===== config.mk =====
export PLATFORM = sky130hd
export DESIGN_NAME = nand_host
export DESIGN_NICKNAME = d
export VERILOG_FILES = /design/src/nand_host_pkg.sv /design/src/nand_host.sv
export VERILOG_INCLUDE_DIRS = /design/src
export SDC_FILE = /design/constraint.sdc
export NUM_CORES = 1
export LEC_CHECK = 0
export BUFFER_PORTS_ARGS = -buffer_cell sky130_fd_sc_hd__buf_2
export CAP_MARGIN = 20
export CORE_UTILIZATION = 50
export CTS_BUF_LIST = sky130_fd_sc_hd__clkbuf_2
export DETAILED_ROUTE_END_ITERATION = 7
export PLACE_DENSITY = 0.77
export SLEW_MARGIN = 20
export SYNTH_ARGS = -nofsm -noshare
export SYNTH_HDL_FRONTEND = slang
export SYNTH_SLANG_ARGS = --single-unit

===== constraint.sdc =====
create_clock -name clk -period 8.2 [get_ports clk]
set_clock_uncertainty 0.2 [all_clocks]
set_input_delay 1.64 -clock clk [delete_from_list [all_inputs] [get_ports clk]]
set_output_delay 1.64 -clock clk [all_outputs]
set_load 0.02 [all_outputs]

===== src/nand_host_regs.svh =====
// Purpose: timing and encoding constants for the nand flash host sequencer
// Assumes: 200 MHz clock, 5 ns period
// Notes: times in ns, cycle counts derived
`ifndef NAND_HOST_REGS_SVH
`define NAND_HOST_REGS_SVH
`define CLK_NS 5
`define WE_LOW_NS 25
`define WE_HIGH_NS 25
`define RE_LOW_NS 35
`define RE_HIGH_NS 15
`define SELECT_HIGH_STOP_NS 100
`define LAST_READ_TO_BUSY_NS 200
`define CYC_MIN(ns) (((ns) + `CLK_NS - 1) / `CLK_NS)
`define CYC_MAX(ns) (((ns) / `CLK_NS) < 1 ? 1 : ((ns) / `CLK_NS))
`define WE_LOW_CYC `CYC_MIN(`WE_LOW_NS)
`define WE_HIGH_CYC `CYC_MIN(`WE_HIGH_NS)
`define RE_LOW_CYC `CYC_MIN(`RE_LOW_NS)
`define RE_HIGH_CYC `CYC_MIN(`RE_HIGH_NS)
`define STOP_CYC `CYC_MIN(`SELECT_HIGH_STOP_NS)
`define BUSY_WAIT_CYC `CYC_MIN(`LAST_READ_TO_BUSY_NS)
`define ADDR_CYCLES 3'h4
`define LAST_ADDR_MASK 8'h03
`define CMD_RESET 8'hff
`define CMD_STATUS 8'h70
`define CMD_STATUS_ALT 8'h71
`define CMD_PROG 8'h10
`define CMD_DUMMY_PROG 8'h11
`define CMD_MULTI_PROG 8'h15
`define CMD_ERASE_GO 8'hd0
`define PAGE_IDX_LO 9
`define PAGE_IDX_HI 13
`define PAGES_PER_BLOCK 32
`define PAGES_PER_BLOCK_MASK 5'h1f
`define MAX_PROG_PER_PAGE 2'h3
`define MAX_MULTI_BLOCKS 3'h4
`define CNT_W 8
`endif


===== src/nand_host_pkg.sv =====
// Purpose: types for the nand flash host sequencer
// Assumes: nothing
// Notes: request and pin groups travel as packed structs
package nand_host_pkg;
	typedef enum logic [2:0] {
		OP_CMD = 3'h0,
		OP_ADDR = 3'h1,
		OP_WDATA = 3'h2,
		OP_RDATA = 3'h3,
		OP_WAIT_READY = 3'h4,
		OP_STOP = 3'h5
	} op_t;
	typedef struct packed {
		op_t op;
		logic [7:0] data;
		logic [25:0] addr;
		logic last_of_page;
	} req_t;
	typedef struct packed {
		logic cmd_latch;
		logic addr_latch;
		logic select_n;
		logic write_strobe_n;
		logic read_strobe_n;
	} pins_t;
	typedef enum logic [2:0] {
		ST_IDLE = 3'h0,
		ST_STROBE_LOW = 3'h1,
		ST_STROBE_HIGH = 3'h3,
		ST_BUSY_WAIT = 3'h2,
		ST_READY_WAIT = 3'h6,
		ST_STOP = 3'h7
	} state_t;
endpackage


===== src/nand_host.sv =====
// Purpose: host sequencer driving a byte-wide nand flash through its strobes
// Assumes: ready_busy_out sampled synchronously; pull-up resolved outside
// Notes: one request at a time; address op sends all four cycles itself
`include "nand_host_regs.svh"
`timescale 1ns/100ps
`default_nettype none
module nand_host (
	input wire logic clk,
	input wire logic rst_n,
	input wire nand_host_pkg::req_t req,
	input wire logic req_valid,
	output logic req_ready,
	output logic [7:0] rdata,
	output logic rdata_valid,
	output logic refused,
	output var nand_host_pkg::pins_t pins,
	output logic [7:0] io_out,
	output logic io_oe,
	input wire logic [7:0] io_in,
	input wire logic ready_busy_out,
	output logic device_busy
);
	// ==========================================================
	// request state
	nand_host_pkg::state_t state;
	nand_host_pkg::state_t next_state;
	nand_host_pkg::req_t cur;
	logic [`CNT_W-1:0] cnt;
	logic [2:0] addr_idx;
	logic [1:0] prog_count [0:`PAGES_PER_BLOCK-1];
	logic [2:0] block_count;

	// address byte of cycle i, top bits of last cycle forced low
	function automatic logic [7:0] addr_byte(input logic [25:0] a, input logic [2:0] i);
		unique case (i)
			3'h0: addr_byte = a[7:0];
			3'h1: addr_byte = a[15:8];
			3'h2: addr_byte = a[23:16];
			default: addr_byte = {6'h00, a[25:24]} & `LAST_ADDR_MASK;
		endcase
	endfunction

	// ==========================================================
	// decode
	wire is_write_op = (cur.op == nand_host_pkg::OP_CMD) || (cur.op == nand_host_pkg::OP_ADDR)
		|| (cur.op == nand_host_pkg::OP_WDATA);
	// command codes that start or chain a program
	wire is_prog_cmd = (req.op == nand_host_pkg::OP_CMD) && (req.data == `CMD_PROG
		|| req.data == `CMD_DUMMY_PROG || req.data == `CMD_MULTI_PROG);
	wire is_multi_cmd = (req.op == nand_host_pkg::OP_CMD) && (req.data == `CMD_DUMMY_PROG);
	wire [4:0] page_sel = req.addr[`PAGE_IDX_HI:`PAGE_IDX_LO] & `PAGES_PER_BLOCK_MASK;
	wire over_prog = is_prog_cmd && (prog_count[page_sel] == `MAX_PROG_PER_PAGE);
	wire over_multi = is_multi_cmd && (block_count == `MAX_MULTI_BLOCKS - 3'h1);
	wire is_erase_cmd = (req.op == nand_host_pkg::OP_CMD) && (req.data == `CMD_ERASE_GO);
	// only reset and status reads may go out while the device is busy
	wire allowed_busy = (req.op == nand_host_pkg::OP_CMD)
		&& (req.data == `CMD_RESET || req.data == `CMD_STATUS || req.data == `CMD_STATUS_ALT);
	wire busy_block = !ready_busy_out && !allowed_busy;
	wire take = req_valid && req_ready;
	assign req_ready = (state == nand_host_pkg::ST_IDLE) && !busy_block && !over_prog
		&& !over_multi;
	assign device_busy = !ready_busy_out;
	wire refuse_now = req_valid && (state == nand_host_pkg::ST_IDLE) && !busy_block
		&& (over_prog || over_multi);
	wire cnt_done = (cnt == '0);

	// next state
	always_comb begin
		next_state = state;
		unique case (state)
			nand_host_pkg::ST_IDLE: begin
				if (take && req.op == nand_host_pkg::OP_STOP)
					next_state = nand_host_pkg::ST_STOP;
				else if (take && req.op == nand_host_pkg::OP_WAIT_READY)
					next_state = nand_host_pkg::ST_BUSY_WAIT;
				else if (take)
					next_state = nand_host_pkg::ST_STROBE_LOW;
			end
			nand_host_pkg::ST_STROBE_LOW: if (cnt_done) next_state = nand_host_pkg::ST_STROBE_HIGH;
			nand_host_pkg::ST_STROBE_HIGH: begin
				if (cnt_done) begin
					if (cur.op == nand_host_pkg::OP_ADDR && addr_idx != `ADDR_CYCLES - 3'h1)
						next_state = nand_host_pkg::ST_STROBE_LOW;
					else if (cur.op == nand_host_pkg::OP_RDATA && cur.last_of_page)
						next_state = nand_host_pkg::ST_BUSY_WAIT;
					else
						next_state = nand_host_pkg::ST_IDLE;
				end
			end
			nand_host_pkg::ST_BUSY_WAIT: if (cnt_done) next_state = nand_host_pkg::ST_READY_WAIT;
			nand_host_pkg::ST_READY_WAIT: if (ready_busy_out)
				next_state = nand_host_pkg::ST_IDLE;
			nand_host_pkg::ST_STOP: if (cnt_done) next_state = nand_host_pkg::ST_IDLE;
			default: next_state = nand_host_pkg::ST_IDLE;
		endcase
	end

	// ==========================================================
	// sequencer registers
	always_ff @(posedge clk or negedge rst_n) begin
		if (!rst_n) begin
			state <= nand_host_pkg::ST_IDLE;
			cnt <= '0;
			addr_idx <= 3'h0;
			cur <= '0;
		end else begin
			state <= next_state;
			if (take) begin
				cur <= req;
				addr_idx <= 3'h0;
			end else if (state == nand_host_pkg::ST_STROBE_HIGH && cnt_done)
				addr_idx <= addr_idx + 3'h1;
			if (!cnt_done)
				cnt <= cnt - `CNT_W'(1);
			else if (next_state == nand_host_pkg::ST_STOP)
				cnt <= `CNT_W'(`STOP_CYC - 1);
			else if (next_state == nand_host_pkg::ST_STROBE_LOW)
				cnt <= (req.op == nand_host_pkg::OP_RDATA || cur.op == nand_host_pkg::OP_RDATA)
					&& state == nand_host_pkg::ST_IDLE && req.op == nand_host_pkg::OP_RDATA
					? `CNT_W'(`RE_LOW_CYC - 1) : `CNT_W'(`WE_LOW_CYC - 1);
			else if (next_state == nand_host_pkg::ST_STROBE_HIGH)
				cnt <= cur.op == nand_host_pkg::OP_RDATA ? `CNT_W'(`RE_HIGH_CYC - 1)
					: `CNT_W'(`WE_HIGH_CYC - 1);
			else if (next_state == nand_host_pkg::ST_BUSY_WAIT)
				cnt <= `CNT_W'(`BUSY_WAIT_CYC - 1);
		end
	end

	// ==========================================================
	// page program counters and multi-block count
	generate
		for (genvar p = 0; p < `PAGES_PER_BLOCK; p++) begin : g_pc
			always_ff @(posedge clk or negedge rst_n) begin
				if (!rst_n)
					prog_count[p] <= 2'h0;
				else if (take && is_erase_cmd)
					prog_count[p] <= 2'h0;
				else if (take && is_prog_cmd && page_sel == 5'(p))
					prog_count[p] <= prog_count[p] + 2'h1;
			end
		end
	endgenerate

	// blocks in the current multi-block sequence
	always_ff @(posedge clk or negedge rst_n) begin
		if (!rst_n)
			block_count <= 3'h0;
		else if (take && is_multi_cmd)
			block_count <= block_count + 3'h1;
		else if (take && is_prog_cmd)
			block_count <= 3'h0;
	end

	// ==========================================================
	// pins and read data
	wire strobe_low = (state == nand_host_pkg::ST_STROBE_LOW);
	always_ff @(posedge clk or negedge rst_n) begin
		if (!rst_n) begin
			pins <= '{cmd_latch: 1'b0, addr_latch: 1'b0, select_n: 1'b1,
				write_strobe_n: 1'b1, read_strobe_n: 1'b1};
			io_out <= 8'h00;
			io_oe <= 1'b0;
		end else begin
			pins.cmd_latch <= (next_state == nand_host_pkg::ST_STROBE_LOW
				|| next_state == nand_host_pkg::ST_STROBE_HIGH)
				&& (take ? req.op : cur.op) == nand_host_pkg::OP_CMD;
			pins.addr_latch <= (next_state == nand_host_pkg::ST_STROBE_LOW
				|| next_state == nand_host_pkg::ST_STROBE_HIGH)
				&& (take ? req.op : cur.op) == nand_host_pkg::OP_ADDR;
			pins.select_n <= (next_state == nand_host_pkg::ST_STOP);
			pins.write_strobe_n <= !(next_state == nand_host_pkg::ST_STROBE_LOW
				&& (take ? req.op : cur.op) != nand_host_pkg::OP_RDATA);
			pins.read_strobe_n <= !(next_state == nand_host_pkg::ST_STROBE_LOW
				&& (take ? req.op : cur.op) == nand_host_pkg::OP_RDATA);
			io_oe <= (next_state == nand_host_pkg::ST_STROBE_LOW
				|| next_state == nand_host_pkg::ST_STROBE_HIGH) && (take ? is_write_op_req(req.op)
				: is_write_op);
			if (take)
				io_out <= req.op == nand_host_pkg::OP_ADDR ? addr_byte(req.addr, 3'h0) : req.data;
			else if (state == nand_host_pkg::ST_STROBE_HIGH && cnt_done)
				io_out <= addr_byte(cur.addr, addr_idx + 3'h1);
		end
	end

	// write-type op test for the incoming request
	function automatic logic is_write_op_req(input nand_host_pkg::op_t o);
		is_write_op_req = (o == nand_host_pkg::OP_CMD) || (o == nand_host_pkg::OP_ADDR)
			|| (o == nand_host_pkg::OP_WDATA);
	endfunction

	// read byte sampled at the end of the strobe low phase
	always_ff @(posedge clk or negedge rst_n) begin
		if (!rst_n) begin
			rdata <= 8'h00;
			rdata_valid <= 1'b0;
			refused <= 1'b0;
		end else begin
			rdata_valid <= strobe_low && cnt_done && cur.op == nand_host_pkg::OP_RDATA;
			if (strobe_low && cnt_done && cur.op == nand_host_pkg::OP_RDATA)
				rdata <= io_in;
			refused <= refuse_now;
		end
	end
endmodule
`default_nettype wire


# After elaboration in Yosys (flattened, before gate mapping)
# Index checks and enable logic that the tools add are counted.
[classes] add_sub_neg=35 div_mod_pow=0 n_shift=0 multipliers=0 mux=95 reduce_logical=122 n_lt_le_gt_ge=1 n_eq_ne=64 bitwise_logic=1
[op_table] cell="$mux 2" count=68
[op_table] cell="$eq 5x5->1 const B" count=16
[op_table] cell="$reduce_bool 2->1" count=34
[op_table] cell="$add 2x1->2 const B" count=32
[op_table] cell="$mux 8" count=8
[op_table] cell="$logic_and 1x1->1" count=63
[op_table] cell="$mux 3" count=15
[op_table] cell="$eq 5x4->1 const B" count=8
[op_table] cell="$eq 3x2->1 const B" count=11
[op_table] cell="$eq 8x5->1 const B" count=3
[op_table] cell="$pmux 8 s3" count=1
[op_table] cell="$eq 5x3->1 const B" count=4
[op_table] cell="$eq 3x1->1 const B" count=6
[op_table] cell="$pmux 3 s6" count=1
[op_table] cell="$eq 8x7->1 const B" count=2
[op_table] cell="$eq 8x8->1 const B" count=2
[op_table] cell="$eq 3x3->1 const B" count=5
[op_table] cell="$logic_not 3->1" count=5
[op_table] cell="$logic_or 1x1->1" count=11
[op_table] cell="$bmux 2 s5" count=1
[op_table] cell="$eq 5x2->1 const B" count=2
[op_table] cell="$logic_not 8->1" count=1
[op_table] cell="$sub 8x1->8 const B" count=1
[op_table] cell="$logic_not 1->1" count=7
[op_table] cell="other kinds (9)" count=11
[word_totals] latch_bits=0 mem_count=0 output_inout_bits=26 rom_bits=0 register_bits=135 ram_bits=0 inputBits=50

# Logic depth before layout (Yosys ltp)
[depth] ltp_word=21 depth_mapped=12 depth_no_buf=10

# Worst setup path after synthesis
# OpenSTA, ideal clock, no wires.
[synth_timing] kind="input -> output" from="input port req[13] in the netlist's numbering" to="output port req_ready" n_path_buf=2 arrival_time_ns=3.298 path_slack_ns=3.062 cell_stages=9 required_ns=6.360 path_cell_list="buf_2 -> buf_4 -> nand4_1 -> nand4_1 -> o2111a_1 -> a211oi_1 -> o211ai_2 -> nand2_1 -> and3_1"
[synth_between] elab_chain_cells=9
[synth_rtl] element="start, declared" line_no="nand_host.sv:10" rtl="input wire nand_host_pkg::req_t req,"
[synth_rtl] element="$not 5->6 (not written as such)" line_no="nand_host.sv:52" rtl="wire over_prog = is_prog_cmd && (prog_count[page_sel] == `MAX_PROG_PER_PAGE);"
[synth_rtl] element="$bmux 2 s5" line_no="nand_host.sv:52"
[synth_rtl] element="$mux 2 (not written as such) (2 in series)" line_no="nand_host.sv:52"
[synth_rtl] element="$eq 2x2->1 (no source line)"
[synth_rtl] element="$logic_and 1x1->1" line_no="nand_host.sv:52"
[synth_rtl] element="$logic_not 1->1" line_no="nand_host.sv:60" rtl="assign req_ready = (state == nand_host_pkg::ST_IDLE) && !busy_block && !over_prog"
[synth_rtl] element="$logic_and 1x1->1" line_no="nand_host.sv:60"
[synth_rtl] element="$logic_and 1x1->1" line_no="nand_host.sv:61" rtl="&& !over_multi;"
[synth_rtl] element="end, declared" line_no="nand_host.sv:12" rtl="output logic req_ready,"
# No other way between the ends. The select of a mux whose other input is x is not followed.

# Worst setup path in the final report
# Ends and elaborated chain as after synthesis.

==> flow_summary.yaml <==
status:
  status: "completed"
clock_tree:
  clk_transition_reported_paths_ns: 0.21
  clk_path_buf_depth: 2
  numCtsBuffers: 17
  cts_resized: 0
  holdBufCountCts: 0
  clock_h_tree_levels: 4
  clkLatencyLatePin_ns: 0.69
  cts.sink_count: 135
  cts_setup_buffers: 0
  cts_tree: "yes"
  cts_root_buffer: "sky130_fd_sc_hd__clkbuf_2"
timing:
  final_max_slew_viol_count: 0
  worst-slew-pin-transition_ns: 0.963
  hold_viol: 0
  final.hold.worst_slack_ns: 0.311
  grt_setup_unrepaired: "false"
  highest_attainable_clock_frequency_ghz: 0.165
  finalSetupViolCount: 0
  period_share_pct: 74.1
  final.setup.tns_ns: 0
  post-route-min-period_ns: 6.07
  max_slew_margin_pct: 35.6
hold_path:
  whs_path_depth: 2
  hold_class: "reg2reg"
  hold_path_startpoint: "block_count[2]"
  timing.hold.worst_endpoint: "block_count[2]"
worst_setup_path:
  cp_data_arrival_time_ns: 4.23
  timing_worst_setup_path_type: "in2out"
  critPathMaxFanout: 39
  regToRegSetupSlack_ns: 4.26
  cp.buffers_inverters: 2
  kind_of_cell_with_the_highest_combined_delay_on_the_critical_path: "compound AO/OA/AOI/OAI gates"
  worstPathRequired_ns: 6.36
  reg2regPathDepth: 9
  critical_path.startpoint_type: "input pin"
  cp_slowest_cell: "sky130_fd_sc_hd__buf_2"
  reg2reg_to: "prog_count[7]"
  reg2reg_from: "prog_count[18]"
  worstPathCellList: "buf_2 > nand4bb_1 > nand4_1 > o2111a_1 > a211oi_1 > o211ai_2 > nand2_1 > and3_1 > buf_2"
  critical_path.max_stage_delay_ns: 0.60
  critical-path-top-cell-by-count: "sky130_fd_sc_hd__buf_2"
  worst_setup_path_startpoint: "req[13]"
  cp-end-kind: "output pin"
final_layout:
  most-common-layout-cells: "sky130_fd_sc_hd__dfrtp_1, sky130_fd_sc_hd__nor2_1, sky130_fd_sc_hd__buf_2, sky130_fd_sc_hd__a21oi_1, sky130_fd_sc_hd__mux2_2"
  filler_cell_count: 1124
  multi_input_area_um2: 3240
  nets: 769
  layout_commonest_cell: "sky130_fd_sc_hd__dfrtp_1"
  final_layout_size_suffix_gt1_share_pct: 26.0
  area_growth_from_synthesis_to_final_layout_pct: 9.36
  final-seq-area_um2: 3380
  finish.instance_area_um2: 7530
grt:
  antenna_found_initial: 1
  grt_util_all_layers_pct: 22.1
  grt_first_pass_wirelength_mm: 25.2
  grt_max_degree: 90
  globalRouteOverflowTotal: 0
  via_count_of_the_first_global_routing_pass: 5180
yosys:
  synth_edf_count: 0
  synth_area_um2: 6890
  synth.yosys.seq_area_share_pct: 49.1
  synth_seq_cells: 135
  mappedNetlistNets: 711
  yosys_warnings: 0
  avgSynthCellArea_um2: 10.5
  postSynth.asyncResetShare_pct: 100
  count_of_cell_types_in_the_netlist: 69
  netlist_instances: 653
  synth_ff_type: "sky130_fd_sc_hd__dfrtp_1"
run:
  drv_cap: 0
route:
  drt_iter0_markers: 445
  post_drt_via_cell_ratio: 5.74
  drt.antenna.violating_nets: 0
  post_drt_wl_per_cell_um: 16.8
  drt_drc_violations_left: 0
  wirelength_mm: 15.1
  detailedRoute.firstPassIterationCount: 5
  via_count: 5173
floorplan:
  coreArea_um2: 13300
  design.portCount: 76
  std_cell_rows: 42
  fp.dieH_um: 119
  fp.dieArea_um2: 14200
  die_width_um: 119
  initial_core_util_pct: 51.6
pwr:
  vdd_ir_drop_max_mv: 0.0857
  power.static_leakage_nw: 3.34
  power_density_nw_per_um2: 245
place:
  dp.final_hpwl_mm: 10.3
  buffer_ports.inserted: 75
  placed_cell_area_um2: 7290
  final_weighted_congestion_in_routability_driven_placement: 0.903
[per-stage QoR]
stage	util, %	setup slack [ns]	std cells	total power [mW]
CTS	56.4	2.18	900	1.85
global placement	54.6	2.25	868	1.42
global route	56.4	2.02	901	1.95
finish	56.4	2.13	901	1.84
detailed placement	54.6	2.06	868	1.46
floorplan	-	3.06	653	1.29
[how the worst max path moves through the flow]
stage          depth (start not counted)             end  slack, ns
2_1_floorplan                          9       req_ready       3.06
3_3_place_gp                          10  prog_count[13]       2.25
3_5_place_dp                          10  prog_count[52]       2.06
4_1_cts                                9       req_ready       2.18
5_1_grt                                9       req_ready       2.02
6_report                               9       req_ready       2.13
[layout make-up]
type / instances / area share [%]
multi-input cells: 464 / 43.0
diodes: 1 / 0.0332
inverters: 15 / 0.748
repair buffers: 78 / 5.37
clock inverters: 12 / 1.71
clock buffers: 20 / 1.33
flip-flops and latches: 135 / 44.9
well taps: 176 / 2.92
[where the power goes]
part	switching, mW	internal, mW
clock network	0.249	0.143
registers	0.100	0.801
logic	0.303	0.247
total	0.652	1.19
[cells in the mapped netlist (all sizes together) (4+ instances only)]
cell,count,area share (%)
nor3,26,2.8
mux2,39,6.4
nor2b,7,0.64
nand2,36,2.0
and3,6,0.55
ha,8,1.5
nor2,96,5.2
dfrtp,132,48
a31oi,5,0.45
and2,8,0.73
nand4b,6,0.76
xnor2,35,4.5
o21ai,8,0.64
buf,29,2.7
a21oi,59,4.3
nand3,19,1.4
nand2b,7,0.64
nor4,12,2.2
inv,15,0.82
nor3b,4,0.58
nand4,5,0.45
clkbuf,10,0.55
a211oi,12,1.4
mux2i,13,1.9
a22o,6,0.76
and4,4,0.51
[sequential cells by signal, summed over array words and instances, names as in the netlist]
register / cells
prog_count: 64
block_count: 3
state: 3
io_oe: 1
cnt: 8
cur: 30
rdata_valid: 1
refused: 1
rdata: 8
pins: 5
addr_idx: 3
io_out: 8
[worst register-to-register path, stage by stage (launching register included)]
cell                       delay, ns
sky130_fd_sc_hd__dfrtp_1        0.46
sky130_fd_sc_hd__and3_1         0.18
sky130_fd_sc_hd__a311o_1        0.33
sky130_fd_sc_hd__o2111a_1       0.13
sky130_fd_sc_hd__a211oi_1       0.51
sky130_fd_sc_hd__o211ai_2       0.30
sky130_fd_sc_hd__a21boi_4       0.21
sky130_fd_sc_hd__buf_4          0.53
sky130_fd_sc_hd__and4_4         0.80
sky130_fd_sc_hd__nor2_1         0.15
[cells by family after synthesis]
| logic type | share of synthesized area (%) |
|---|---|
| and+or+nand+nor | 20.2 |
| DFF | 49.1 |
| AOI/OAI and AO/OA | 11.7 |
| buffers and inverters | 4.03 |
| muxes | 8.92 |
| xor gates and xnor gates | 4.58 |
| adders and majority gates | 1.45 |
[metal layers]
metal	share of wire [%]	up-vias	track usage, %
met2	50	181	36.8
met3	5.2	16	4.45
met4	1.2	0	7.03
li1	-	2427	-
met1	43	2549	28.9
met5	0	-	0
Note: power is estimated with default switching activity, not from simulation.
